`config.mk`:
```
export PLATFORM = sky130hd
export DESIGN_NAME = rtc_core
export DESIGN_NICKNAME = d
export VERILOG_FILES = /design/src/common/rtc_pkg.sv /design/src/hw/rtc_core.sv /design/src/hw/rtc_edge_sync.sv /design/src/hw/rtc_load_reg.sv
export VERILOG_INCLUDE_DIRS = /design/src /design/src/common
export SDC_FILE = /design/constraint.sdc
export NUM_CORES = 1
export LEC_CHECK = 0
export BUFFER_PORTS_ARGS = -buffer_cell sky130_fd_sc_hd__clkbuf_2
export CORE_MARGIN = 2
export CORE_UTILIZATION = 45
export CTS_CLUSTER_DIAMETER = 100
export DETAILED_ROUTE_END_ITERATION = 7
export PLACE_DENSITY = 0.72
export SYNTH_ARGS = -nofsm -noshare
export SYNTH_HDL_FRONTEND = slang
export SYNTH_SLANG_ARGS = --single-unit
export TNS_END_PERCENT = 30
```
`constraint.sdc`:
```
create_clock -name sys_clk_i -period 4.1 [get_ports sys_clk_i]
set_input_delay 0.615 -clock sys_clk_i [delete_from_list [all_inputs] [get_ports sys_clk_i]]
set_output_delay 0.615 -clock sys_clk_i [all_outputs]
set_load 0.03 [all_outputs]
```
`src/common/rtc_defs.svh`:
```
// Constants of the real-time clock block
`ifndef RTC_DEFS_SVH
`define RTC_DEFS_SVH
`define RTC_PREDIV 6'h3f
`define RTC_PRESC_W 20
`define RTC_CNT_W 32
`define RTC_PRESC_RST 20'h00000
`define RTC_CNT_RST 32'h00000000
`define RTC_ALARM_RST 32'hffffffff
`define RTC_DET_CNT 8'hff
`endif

```
`src/common/rtc_pkg.sv`:
```
// Types of the real-time clock block
package rtc_pkg;
   typedef enum logic [1:0] {
      RTC_DETECT,
      RTC_RUN_LP,
      RTC_RUN_MAIN
   } rtc_src_t;
   typedef struct packed {
      logic tick;
      logic alarm;
      logic cyclic;
   } rtc_irq_t;
   typedef struct packed {
      logic main_osc_off;
      logic lp_osc_off;
   } rtc_osc_t;
endpackage

```
`src/hw/rtc_core.sv`:
```
// Real-time clock: prescaler, time counter, alarm and power-down control
`timescale 1ns/1ps
`include "rtc_defs.svh"
// ======================================================================
// How it works
// - Count only on main or 32k oscillator edges
// - Keep counting in idle or power down unless oscillator off is requested
// - Cyclic irq every tick and every n
// - Prescaler plus counter give 58-bit timer
// - Wake from power down after programmed delay
// - Reference divided by fixed 64 first
// - Reload divider from period register each tick
// - Tick irq once per tick when enabled
// - Time counter steps per tick, software preloadable
// - Alarm irq when counter equals alarm
// - Route tick/alarm via select to wake input
// - Oscillator off in power down if requested
// - Disabled clock: both oscillators off in power down
// - 32k detected: use it, main off in power down
// - On 32k, keep running in stand-by
// - No 32k: main clocks, kept unless disabled or off requested
// - All registers reachable by software ports
module rtc_core #(
   parameter int PW = `RTC_PRESC_W,
   parameter int CW = `RTC_CNT_W
) (
   input wire logic sys_clk_i,
   input wire logic sys_rst_i,
   input wire logic main_osc_in_i,
   input wire logic lowpower_osc_in_i,
   input wire logic rtc_enable_i,
   input wire logic powerdown_i,
   input wire logic standby_i,
   input wire logic osc_off_in_powerdown_i,
   input wire logic powerdown_wake_cfg_i,
   input wire logic tick_irq_en_i,
   input wire logic alarm_irq_en_i,
   input wire logic cyclic_irq_en_i,
   input wire logic [1:0] ext_irq_source_select_i,
   input wire logic tick_period_reload_wr_i,
   input wire logic [PW-1:0] tick_period_reload_wdata_i,
   input wire logic time_wr_i,
   input wire logic [CW-1:0] time_wdata_i,
   input wire logic alarm_wr_i,
   input wire logic [CW-1:0] alarm_wdata_i,
   input wire logic cyclic_n_wr_i,
   input wire logic [CW-1:0] cyclic_n_wdata_i,
   output logic [PW-1:0] tick_period_reload_o,
   output logic [CW-1:0] alarm_o,
   output logic [57:0] timer58_o,
   output logic lp_osc_detected_o,
   output rtc_pkg::rtc_irq_t irq_o,
   output logic ext_irq_o,
   output logic wake_o,
   output rtc_pkg::rtc_osc_t osc_o
);
   // ===================================================================
   // Source detection
   rtc_pkg::rtc_src_t src;
   rtc_pkg::rtc_src_t next_src;
   logic [7:0] det_cnt;
   logic lp_level;
   logic lp_rise;
   logic main_level;
   logic main_rise;
   logic osc_edge;
   rtc_edge_sync u_lp_sync (
      .sys_clk_i(sys_clk_i),
      .sys_rst_i(sys_rst_i),
      .level_i(lowpower_osc_in_i),
      .rise_o(lp_rise),
      .level_o(lp_level)
   );
   rtc_edge_sync u_main_sync (
      .sys_clk_i(sys_clk_i),
      .sys_rst_i(sys_rst_i),
      .level_i(main_osc_in_i),
      .rise_o(main_rise),
      .level_o(main_level)
   );
   // Detection window: a 32k edge before timeout selects it
   always_comb begin
      next_src = src;
      case (src)
         rtc_pkg::RTC_DETECT: begin
            if (lp_rise) begin
               next_src = rtc_pkg::RTC_RUN_LP;
            end else if (det_cnt == `RTC_DET_CNT) begin
               next_src = rtc_pkg::RTC_RUN_MAIN;
            end
         end
         rtc_pkg::RTC_RUN_LP: next_src = src;
         rtc_pkg::RTC_RUN_MAIN: next_src = src;
         default: next_src = rtc_pkg::RTC_DETECT;
      endcase
   end
   always_ff @(posedge sys_clk_i) begin
      if (sys_rst_i) begin
         src <= rtc_pkg::RTC_DETECT;
         det_cnt <= 8'h00;
      end else begin
         src <= next_src;
         det_cnt <= det_cnt + 8'h01;
      end
   end
   assign lp_osc_detected_o = (src == rtc_pkg::RTC_RUN_LP);
   // Oscillator edge only; never a gated system clock
   assign osc_edge = (src == rtc_pkg::RTC_RUN_LP) ? lp_rise :
      (src == rtc_pkg::RTC_RUN_MAIN) ? main_rise : 1'b0;
   // Stand-by: only the 32k source survives
   logic run;
   assign run = rtc_enable_i &
      (~standby_i | (src == rtc_pkg::RTC_RUN_LP)) &
      ~(powerdown_i & osc_off_in_powerdown_i);
   logic step;
   assign step = osc_edge & run;
   // ===================================================================
   // Registers
   logic [PW-1:0] period;
   logic [CW-1:0] alarm;
   logic [CW-1:0] cyc_n;
   rtc_load_reg #(.W(PW)) u_period (
      .sys_clk_i(sys_clk_i),
      .sys_rst_i(sys_rst_i),
      .rst_val_i(`RTC_PRESC_RST),
      .wr_i(tick_period_reload_wr_i),
      .wdata_i(tick_period_reload_wdata_i),
      .q_o(period)
   );
   rtc_load_reg #(.W(CW)) u_alarm (
      .sys_clk_i(sys_clk_i),
      .sys_rst_i(sys_rst_i),
      .rst_val_i(`RTC_ALARM_RST),
      .wr_i(alarm_wr_i),
      .wdata_i(alarm_wdata_i),
      .q_o(alarm)
   );
   rtc_load_reg #(.W(CW)) u_cyc (
      .sys_clk_i(sys_clk_i),
      .sys_rst_i(sys_rst_i),
      .rst_val_i(`RTC_CNT_RST),
      .wr_i(cyclic_n_wr_i),
      .wdata_i(cyclic_n_wdata_i),
      .q_o(cyc_n)
   );
   assign tick_period_reload_o = period;
   assign alarm_o = alarm;
   // ===================================================================
   // Counter chain
   logic [5:0] prediv;
   logic [PW-1:0] divider;
   logic [CW-1:0] time_cnt;
   logic [CW-1:0] cyc_cnt;
   logic pre_wrap;
   logic tick;
   assign pre_wrap = step & (prediv == `RTC_PREDIV);
   assign tick = pre_wrap & (divider == '0);
   logic [CW-1:0] next_time;
   assign next_time = time_wr_i ? time_wdata_i :
      (tick ? time_cnt + 1'b1 : time_cnt);
   logic cyc_hit;
   assign cyc_hit = tick & (cyc_cnt == '0);
   always_ff @(posedge sys_clk_i) begin
      if (sys_rst_i) begin
         prediv <= '0;
         divider <= `RTC_PRESC_RST;
         time_cnt <= `RTC_CNT_RST;
         cyc_cnt <= `RTC_CNT_RST;
      end else begin
         if (step) begin
            prediv <= prediv + 6'h01;
         end
         if (tick) begin
            divider <= period;
         end else if (pre_wrap) begin
            divider <= divider - 1'b1;
         end
         time_cnt <= next_time;
         if (cyclic_n_wr_i || cyc_hit) begin
            cyc_cnt <= cyclic_n_wr_i ? cyclic_n_wdata_i : cyc_n;
         end else if (tick) begin
            cyc_cnt <= cyc_cnt - 1'b1;
         end
      end
   end
   // Divider counts down, so elapsed = period - divider
   logic [PW-1:0] elapsed;
   assign elapsed = period - divider;
   assign timer58_o = {time_cnt, elapsed, prediv};
   // ===================================================================
   // Interrupts and wake
   logic alarm_hit;
   assign alarm_hit = tick & (next_time == alarm);
   rtc_pkg::rtc_irq_t next_irq;
   assign next_irq.tick = tick & tick_irq_en_i;
   assign next_irq.alarm = alarm_hit & alarm_irq_en_i;
   assign next_irq.cyclic = cyclic_irq_en_i & (tick | cyc_hit);
   logic next_ext;
   assign next_ext = (ext_irq_source_select_i[0] & next_irq.tick) |
      (ext_irq_source_select_i[1] & next_irq.alarm);
   always_ff @(posedge sys_clk_i) begin
      if (sys_rst_i) begin
         irq_o <= '0;
         ext_irq_o <= 1'b0;
         wake_o <= 1'b0;
      end else begin
         irq_o <= next_irq;
         ext_irq_o <= next_ext;
         wake_o <= next_ext & powerdown_i & powerdown_wake_cfg_i;
      end
   end
   // ===================================================================
   // Oscillator control in power down
   always_ff @(posedge sys_clk_i) begin
      if (sys_rst_i) begin
         osc_o <= '0;
      end else begin
         osc_o.main_osc_off <= powerdown_i & (~rtc_enable_i |
            osc_off_in_powerdown_i | (src == rtc_pkg::RTC_RUN_LP));
         osc_o.lp_osc_off <= powerdown_i & (~rtc_enable_i |
            (osc_off_in_powerdown_i & (src == rtc_pkg::RTC_RUN_LP)));
      end
   end
   logic unused;
   assign unused = lp_level ^ main_level;
endmodule

```
`src/hw/rtc_edge_sync.sv`:
```
// Two-stage synchroniser with single-cycle pulse on a rising level
`timescale 1ns/1ps
module rtc_edge_sync (
   input wire logic sys_clk_i,
   input wire logic sys_rst_i,
   input wire logic level_i,
   output logic rise_o,
   output logic level_o
);
   logic s1;
   logic s2;
   logic s3;
   always_ff @(posedge sys_clk_i) begin
      if (sys_rst_i) begin
         s1 <= 1'b0;
         s2 <= 1'b0;
         s3 <= 1'b0;
      end else begin
         s1 <= level_i;
         s2 <= s1;
         s3 <= s2;
      end
   end
   assign rise_o = s2 & ~s3;
   assign level_o = s2;
endmodule

```
`src/hw/rtc_load_reg.sv`:
```
// Loadable register with write strobe, parameterised width
`timescale 1ns/1ps
module rtc_load_reg #(
   parameter int W = 32
) (
   input wire logic sys_clk_i,
   input wire logic sys_rst_i,
   input wire logic [W-1:0] rst_val_i,
   input wire logic wr_i,
   input wire logic [W-1:0] wdata_i,
   output logic [W-1:0] q_o
);
   logic [W-1:0] q;
   logic [W-1:0] next_q;
   // Stored relative to the reset value, so readback equals the write
   assign next_q = wr_i ? (wdata_i ^ rst_val_i) : q;
   always_ff @(posedge sys_clk_i) begin
      if (sys_rst_i) begin
         q <= '0;
      end else begin
         q <= next_q;
      end
   end
   assign q_o = q ^ rst_val_i;
endmodule

```
== After elaboration in Yosys (flattened, before gate mapping) ==
Cells that the tools add are included.
Cells by class
  add/sub/neg operators: 6
  multiply operators: 0
  div/mod/pow operators: 0
  magnitude comparators: 0
  eq/ne operators: 6
  shifts and indexed selects: 0
  mux-type cells: 12
  bitwise logic cells: 34
  reductions and logical operators: 8
Operators with widths (number)
  two-way mux 32 bit: 5
  NOT 32 bit: 2
  two-way mux 20 bit: 2
  adder 32 x 1 -> 32 bit (second input constant): 1
  equality test 32 bit: 1
  zero test 32 bit: 1
  subtractor 32 x 1 -> 32 bit (second input constant): 1
  AND 1 bit: 20
  zero test 20 bit: 1
  subtractor 20 x 1 -> 20 bit (second input constant): 1
  subtractor 20 bit: 1
  adder 8 x 1 -> 8 bit (second input constant): 1
  equality test 8 bit (second input constant): 1
  adder 6 x 1 -> 6 bit (second input constant): 1
  equality test 6 bit (second input constant): 1
  NOT 1 bit: 6
  bitwise OR 1 bit: 6
  two-way mux 2 bit: 2
  one-hot mux 2 bit (2 select lines): 1
  nonzero test 2 bit: 2
  inequality test 3 bit (second input constant): 1
  equality test 2 x 1 -> 1 bit (second input constant): 1
  equality test 2 bit (second input constant): 1
  zero test 2 bit: 1
  other kinds (4): 5
Storage, ports and cells
  register bits after elaboration: 197
  bits in latches: 0
  RAM bits: 0
  memory bits (read-only): 0
  output and inout port bits: 118
  logic and storage cells: 88
  memories: 0

== Longest topological paths before layout ==
  word-level depth: 16
  gate-level depth with buffers: 15
  mapped depth without buffers: 13

== Hierarchy ==
A second synthesis with hierarchy kept.
Second synthesis, totals
  cell total of the unflattened synthesis: 1175
  area total of the unflattened synthesis: 9745.6 um^2
By module, submodules not included
  rtc_core: instances 1, cells an instance 885, area an instance 6675.2 um^2
  rtc_load_reg (u_alarm): instances 1, cells an instance 170, area an instance 1784.2 um^2
  rtc_load_reg (u_period): instances 1, cells an instance 106, area an instance 1111.1 um^2
  rtc_edge_sync: instances 2, cells an instance 7, area an instance 87.6 um^2

== Worst setup path before layout ==
No wires, ideal clock.
  kind: reg2out
  start point: register u_period.q[0]
  end point: output timer58_o[22]
  arrival time: 2985 ps
  required time: 3485 ps
  setup slack: 500 ps
  cell stages (with the launch flop): 14
  buffers on the path: 0
  cells stage by stage: dfxtp_1 inv_1 ha_1 fa_1 nor2b_1 o21ai_1 a21oi_1 o41ai_1 o21ai_1 nor4_1 nor3_1 a41oi_1 nor2b_1 xnor2_1
On the way
  cells in the longest elaborated chain, start to end: 1
Ends and longest elaborated chain
  from (decl): line rtc_load_reg.sv:13  | logic [W-1:0] q;
  from (signal assigned): line rtc_load_reg.sv:21  | q <= next_q;
  subtractor 20 bit: line rtc_core.sv:188  | assign elapsed = period - divider;
  to (decl): line rtc_core.sv:50  | output logic [57:0] timer58_o,
Every way passes these cells.

== Worst setup path in the final report ==
  start point: register divider[1]
  end point: register wake_o
On the way
  cells in the longest elaborated chain, start to end: 11
  elaborated cells between the ends (all ways): 13
  classes of those cells: 1 x eq/ne; 2 x mux; 9 x bitwise; 1 x reduce/logical
Ends and longest elaborated chain
  from (decl): line rtc_core.sv:151  | logic [PW-1:0] divider;
  from (signal assigned): line rtc_core.sv:166  | divider <= `RTC_PRESC_RST;
  from (signal assigned): line rtc_core.sv:174  | divider <= period;
  from (signal assigned): line rtc_core.sv:176  | divider <= divider - 1'b1;
  zero test 20 bit (*): line rtc_core.sv:157  | assign tick = pre_wrap & (divider == '0);
  AND 1 bit (*): line rtc_core.sv:157
  two-way mux 32 bit: line rtc_core.sv:160  | (tick ? time_cnt + 1'b1 : time_cnt);
  two-way mux 32 bit: line rtc_core.sv:159  | assign next_time = time_wr_i ? time_wdata_i :
  equality test 32 bit: line rtc_core.sv:193  | assign alarm_hit = tick & (next_time == alarm);
  AND 1 bit: line rtc_core.sv:193
  AND 1 bit: line rtc_core.sv:196  | assign next_irq.alarm = alarm_hit & alarm_irq_en_i;
  AND 1 bit: line rtc_core.sv:200  | (ext_irq_source_select_i[1] & next_irq.alarm);
  bitwise OR 1 bit (*): line rtc_core.sv:199  | assign next_ext = (ext_irq_source_select_i[0] & next_irq.tick) |
  AND 1 bit (*) (2 in a row): line rtc_core.sv:209  | wake_o <= next_ext & powerdown_i & powerdown_wake_cfg_i;
  to (signal assigned): line rtc_core.sv:209
  to (decl): line rtc_core.sv:54  | output logic wake_o,
Mark *: on every way between the ends. The rest lies on a longest branch, timed or not.
A chain may end at the register's enable or synchronous reset.

==> metrics <==
maximum clock frequency between 0.2 and 0.3 GHz; Fin. Hold Viols 0; max-slew violations 0; Post-Syn Nets 1186; Hold Slack 0.365 ns; Max clock buf depth 2; vias in the first global route 7416; endpoint class of the critical path register; placed wire-length estimate roughly 18 mm; commonest non-fill, non-tap cell in the layout clkbuf_2; syn_area_per_cell 7.87 um^2; Static Leak 4.25 nW; top area cells in the synthesized netlist dfxtp_1 33%, nor2_1 5.7%, xnor2_1 5.1%; Die Y-Extent 138 um; cell area after layout 10100 um^2; P_sw 1.20 mW; Clock Power Share 0.405; routed vias 8371; Pint 2.57 mW; Starting Density 0.462; Sw Share 0.318; final core utilization 0.580; setup violators final 0; asr flop ratio synth 0; DP Area 9430 um^2; worst slew pin tran 0.684 ns; row count 48; nets 1399; Synth top area share 0.331; detailed-route vias per instance about 5.7; CTS tree built; Post-synth EDFFs 0; Crit Path Category register to register; post-CTS setup buffers 0; crit-path max FO 10; 1st-iter DRT viols 885; most frequent cells in the layout 214 x clkbuf_2, 129 x dfxtp_1, 123 x nor2_1; H-tree depth 4; Reg clk slew, reported paths 0.06 ns; max cap viols 0; DRT Pass-1 Iters 5; maximum vdd drop 303 uV; largest net degree at the start of global routing 65; CP arrival between 4 and 5 ns; Clk Tree Root Cell clkbuf_16; Worst Path Required 4.47 ns; cell area after synthesis between 8000 and 9000 um^2; post-synth cell types between 70 and 80; relative slew slack 0.544; Reg power frac 0.380; clk sink count 133; Primary FF master, synth dfxtp_1; Core Box Area between 15000 and 20000 um^2; combinational power share 0.214; Setup Skew 0.00632 ns; Register Area approximately 2700 um^2; area of the multi-input gates 4950 um^2; setup total negative slack 0 ns; # fillers between 1500 and 2000; initial antenna violation count 0; layout cells sized above 1 0.254; drt wl/cell around 17 um; first-pass GRT wire length 37.6 mm; post-synthesis cell count approximately 1000; PD cells around 370 nW/um^2; fin cells 1475; #FFs+latches synth 133; Detailed Route WL 24.6 mm; Congestion Overflow GR 0; Detail Route Antenna Nets 0; Yosys top cell by area dfxtp_1; min-delay worst type input port to register; io pins 252; Placed Instances 1443; Yosys Warn Count 0; clk_lat worst skew 0.42 ns; Min Clock Period, post-route slightly below 4 ns; CP startpoint kind register; Buffers on Ports 218; register area share after synthesis 0.331; GRT Total Usage 0.252; CTS Buf Count 17; die width approximately 140 um; full die area 19000 um^2; residual DRC count 0; n_diodes 0; cts hold-fix bufs 0; fin crit share 0.958; area grow syn2layout 25.4%; Routability Congestion approximately 0.93; status finished, final reports clean
## cell usage after synthesis (9+ instances only)
cell and count:
xnor2_1 47, or4_1 9, nand2_1 82, nor2_1 123
xor2_1 17, buf_1 10, and2_1 9, a211oi_1 45
a21oi_1 48, nor2b_1 17, ha_1 27, nor3_1 29
nand3_1 39, nand4_1 30, o31ai_1 15, dfxtp_1 133
a31oi_1 13, inv_1 74, o21ai_0 29, nor4_1 21
mux2i_1 25, clkbuf_1 37, and3_1 15
## power by group through the flow
stage / clock network [mW] / logic, mW / registers (mW)
2_1_floorplan: 0 / 0.493 / 1.50
6_report: 1.53 / 0.808 / 1.43
4_1_cts: 1.55 / 0.793 / 1.43
3_3_place_gp: 0 / 0.780 / 1.46
3_5_place_dp: 0 / 0.787 / 1.46
5_1_grt: 1.61 / 0.875 / 1.44
## worst paths after layout
kind | start | end | slack, ns | depth (start not counted)
worst min register to register | u_main_sync.s1 | u_main_sync.level_o | 0.44 | 1
worst max-delay path | divider[1] | wake_o | 0.17 | 13
worst max register to register | divider[1] | wake_o | 0.17 | 13
worst min-delay path | alarm_wdata_i[28] | u_alarm.q[28] | 0.37 | 2
## critical path, stage by stage (launching register included)
cell and delay, ns:
dfxtp_1 0.35, inv_1 0.15, ha_1 0.21, nor2b_1 0.26
nand3_4 0.19, or2_1 0.40, buf_4 0.24, nor4_1 0.54
or4_1 0.21, nand4b_1 0.16, nor4_2 0.24, nand4_1 0.27
o41ai_2 0.45, and3_1 0.19
## metal layers
layer  vias to the layer above  part of all wire  track usage
met1                      3867              0.46        0.351
met5                         -                 0            0
met2                       344              0.44        0.391
li1                       4119                 -            -
met3                        41             0.076       0.0522
met4                         0             0.021       0.0760
## kinds of logic (layout without fill, tap and decap cells)
| group | Yosys count | count (layout) | synth area share |
|---|---|---|---|
| AOI/OAI and AO/OA | 226 | 226 | 0.193 |
| xor gates and xnor gates | 64 | 64 | 0.0696 |
| adders and majority gates | 28 | 28 | 0.0444 |
| buffers and inverters | 129 | 355 | 0.0621 |
| DFF | 133 | 133 | 0.331 |
| muxes | 28 | 28 | 0.0353 |
| and+or+nand+nor | 416 | 416 | 0.265 |
## per-stage QoR
stage	power (mW)	worst slack (ns)
floorplan	1.99	0.500
finish	3.77	0.170
CTS	3.78	0.0330
detailed placement	2.25	0.279
global route	3.93	-0.0189
global placement	2.24	0.364
## cell type report
cell class / count / share of cell area
multi-input cells: 762 / 0.491
clock inverters: 14 / 0.0150
flip-flops and latches: 133 / 0.264
inverters: 76 / 0.0283
repair buffers: 247 / 0.131
well taps: 225 / 0.0279
clock buffers: 18 / 0.0435
## state kept, by name (all words and copies together), names as in the netlist, 2 cells and up
name / count
irq_o: 3
src: 2
divider: 20
det_cnt: 8
u_alarm.q: 32
prediv: 6
osc_o: 2
u_period.q: 20
time_cnt: 32
## what timing repair did
item / in CTS / in global routing
resized for setup: 2 / 23
endpoints found under the setup margin: 3 / 4
pin swaps: 1 / 7
Note: power is estimated with default switching activity, not from simulation.
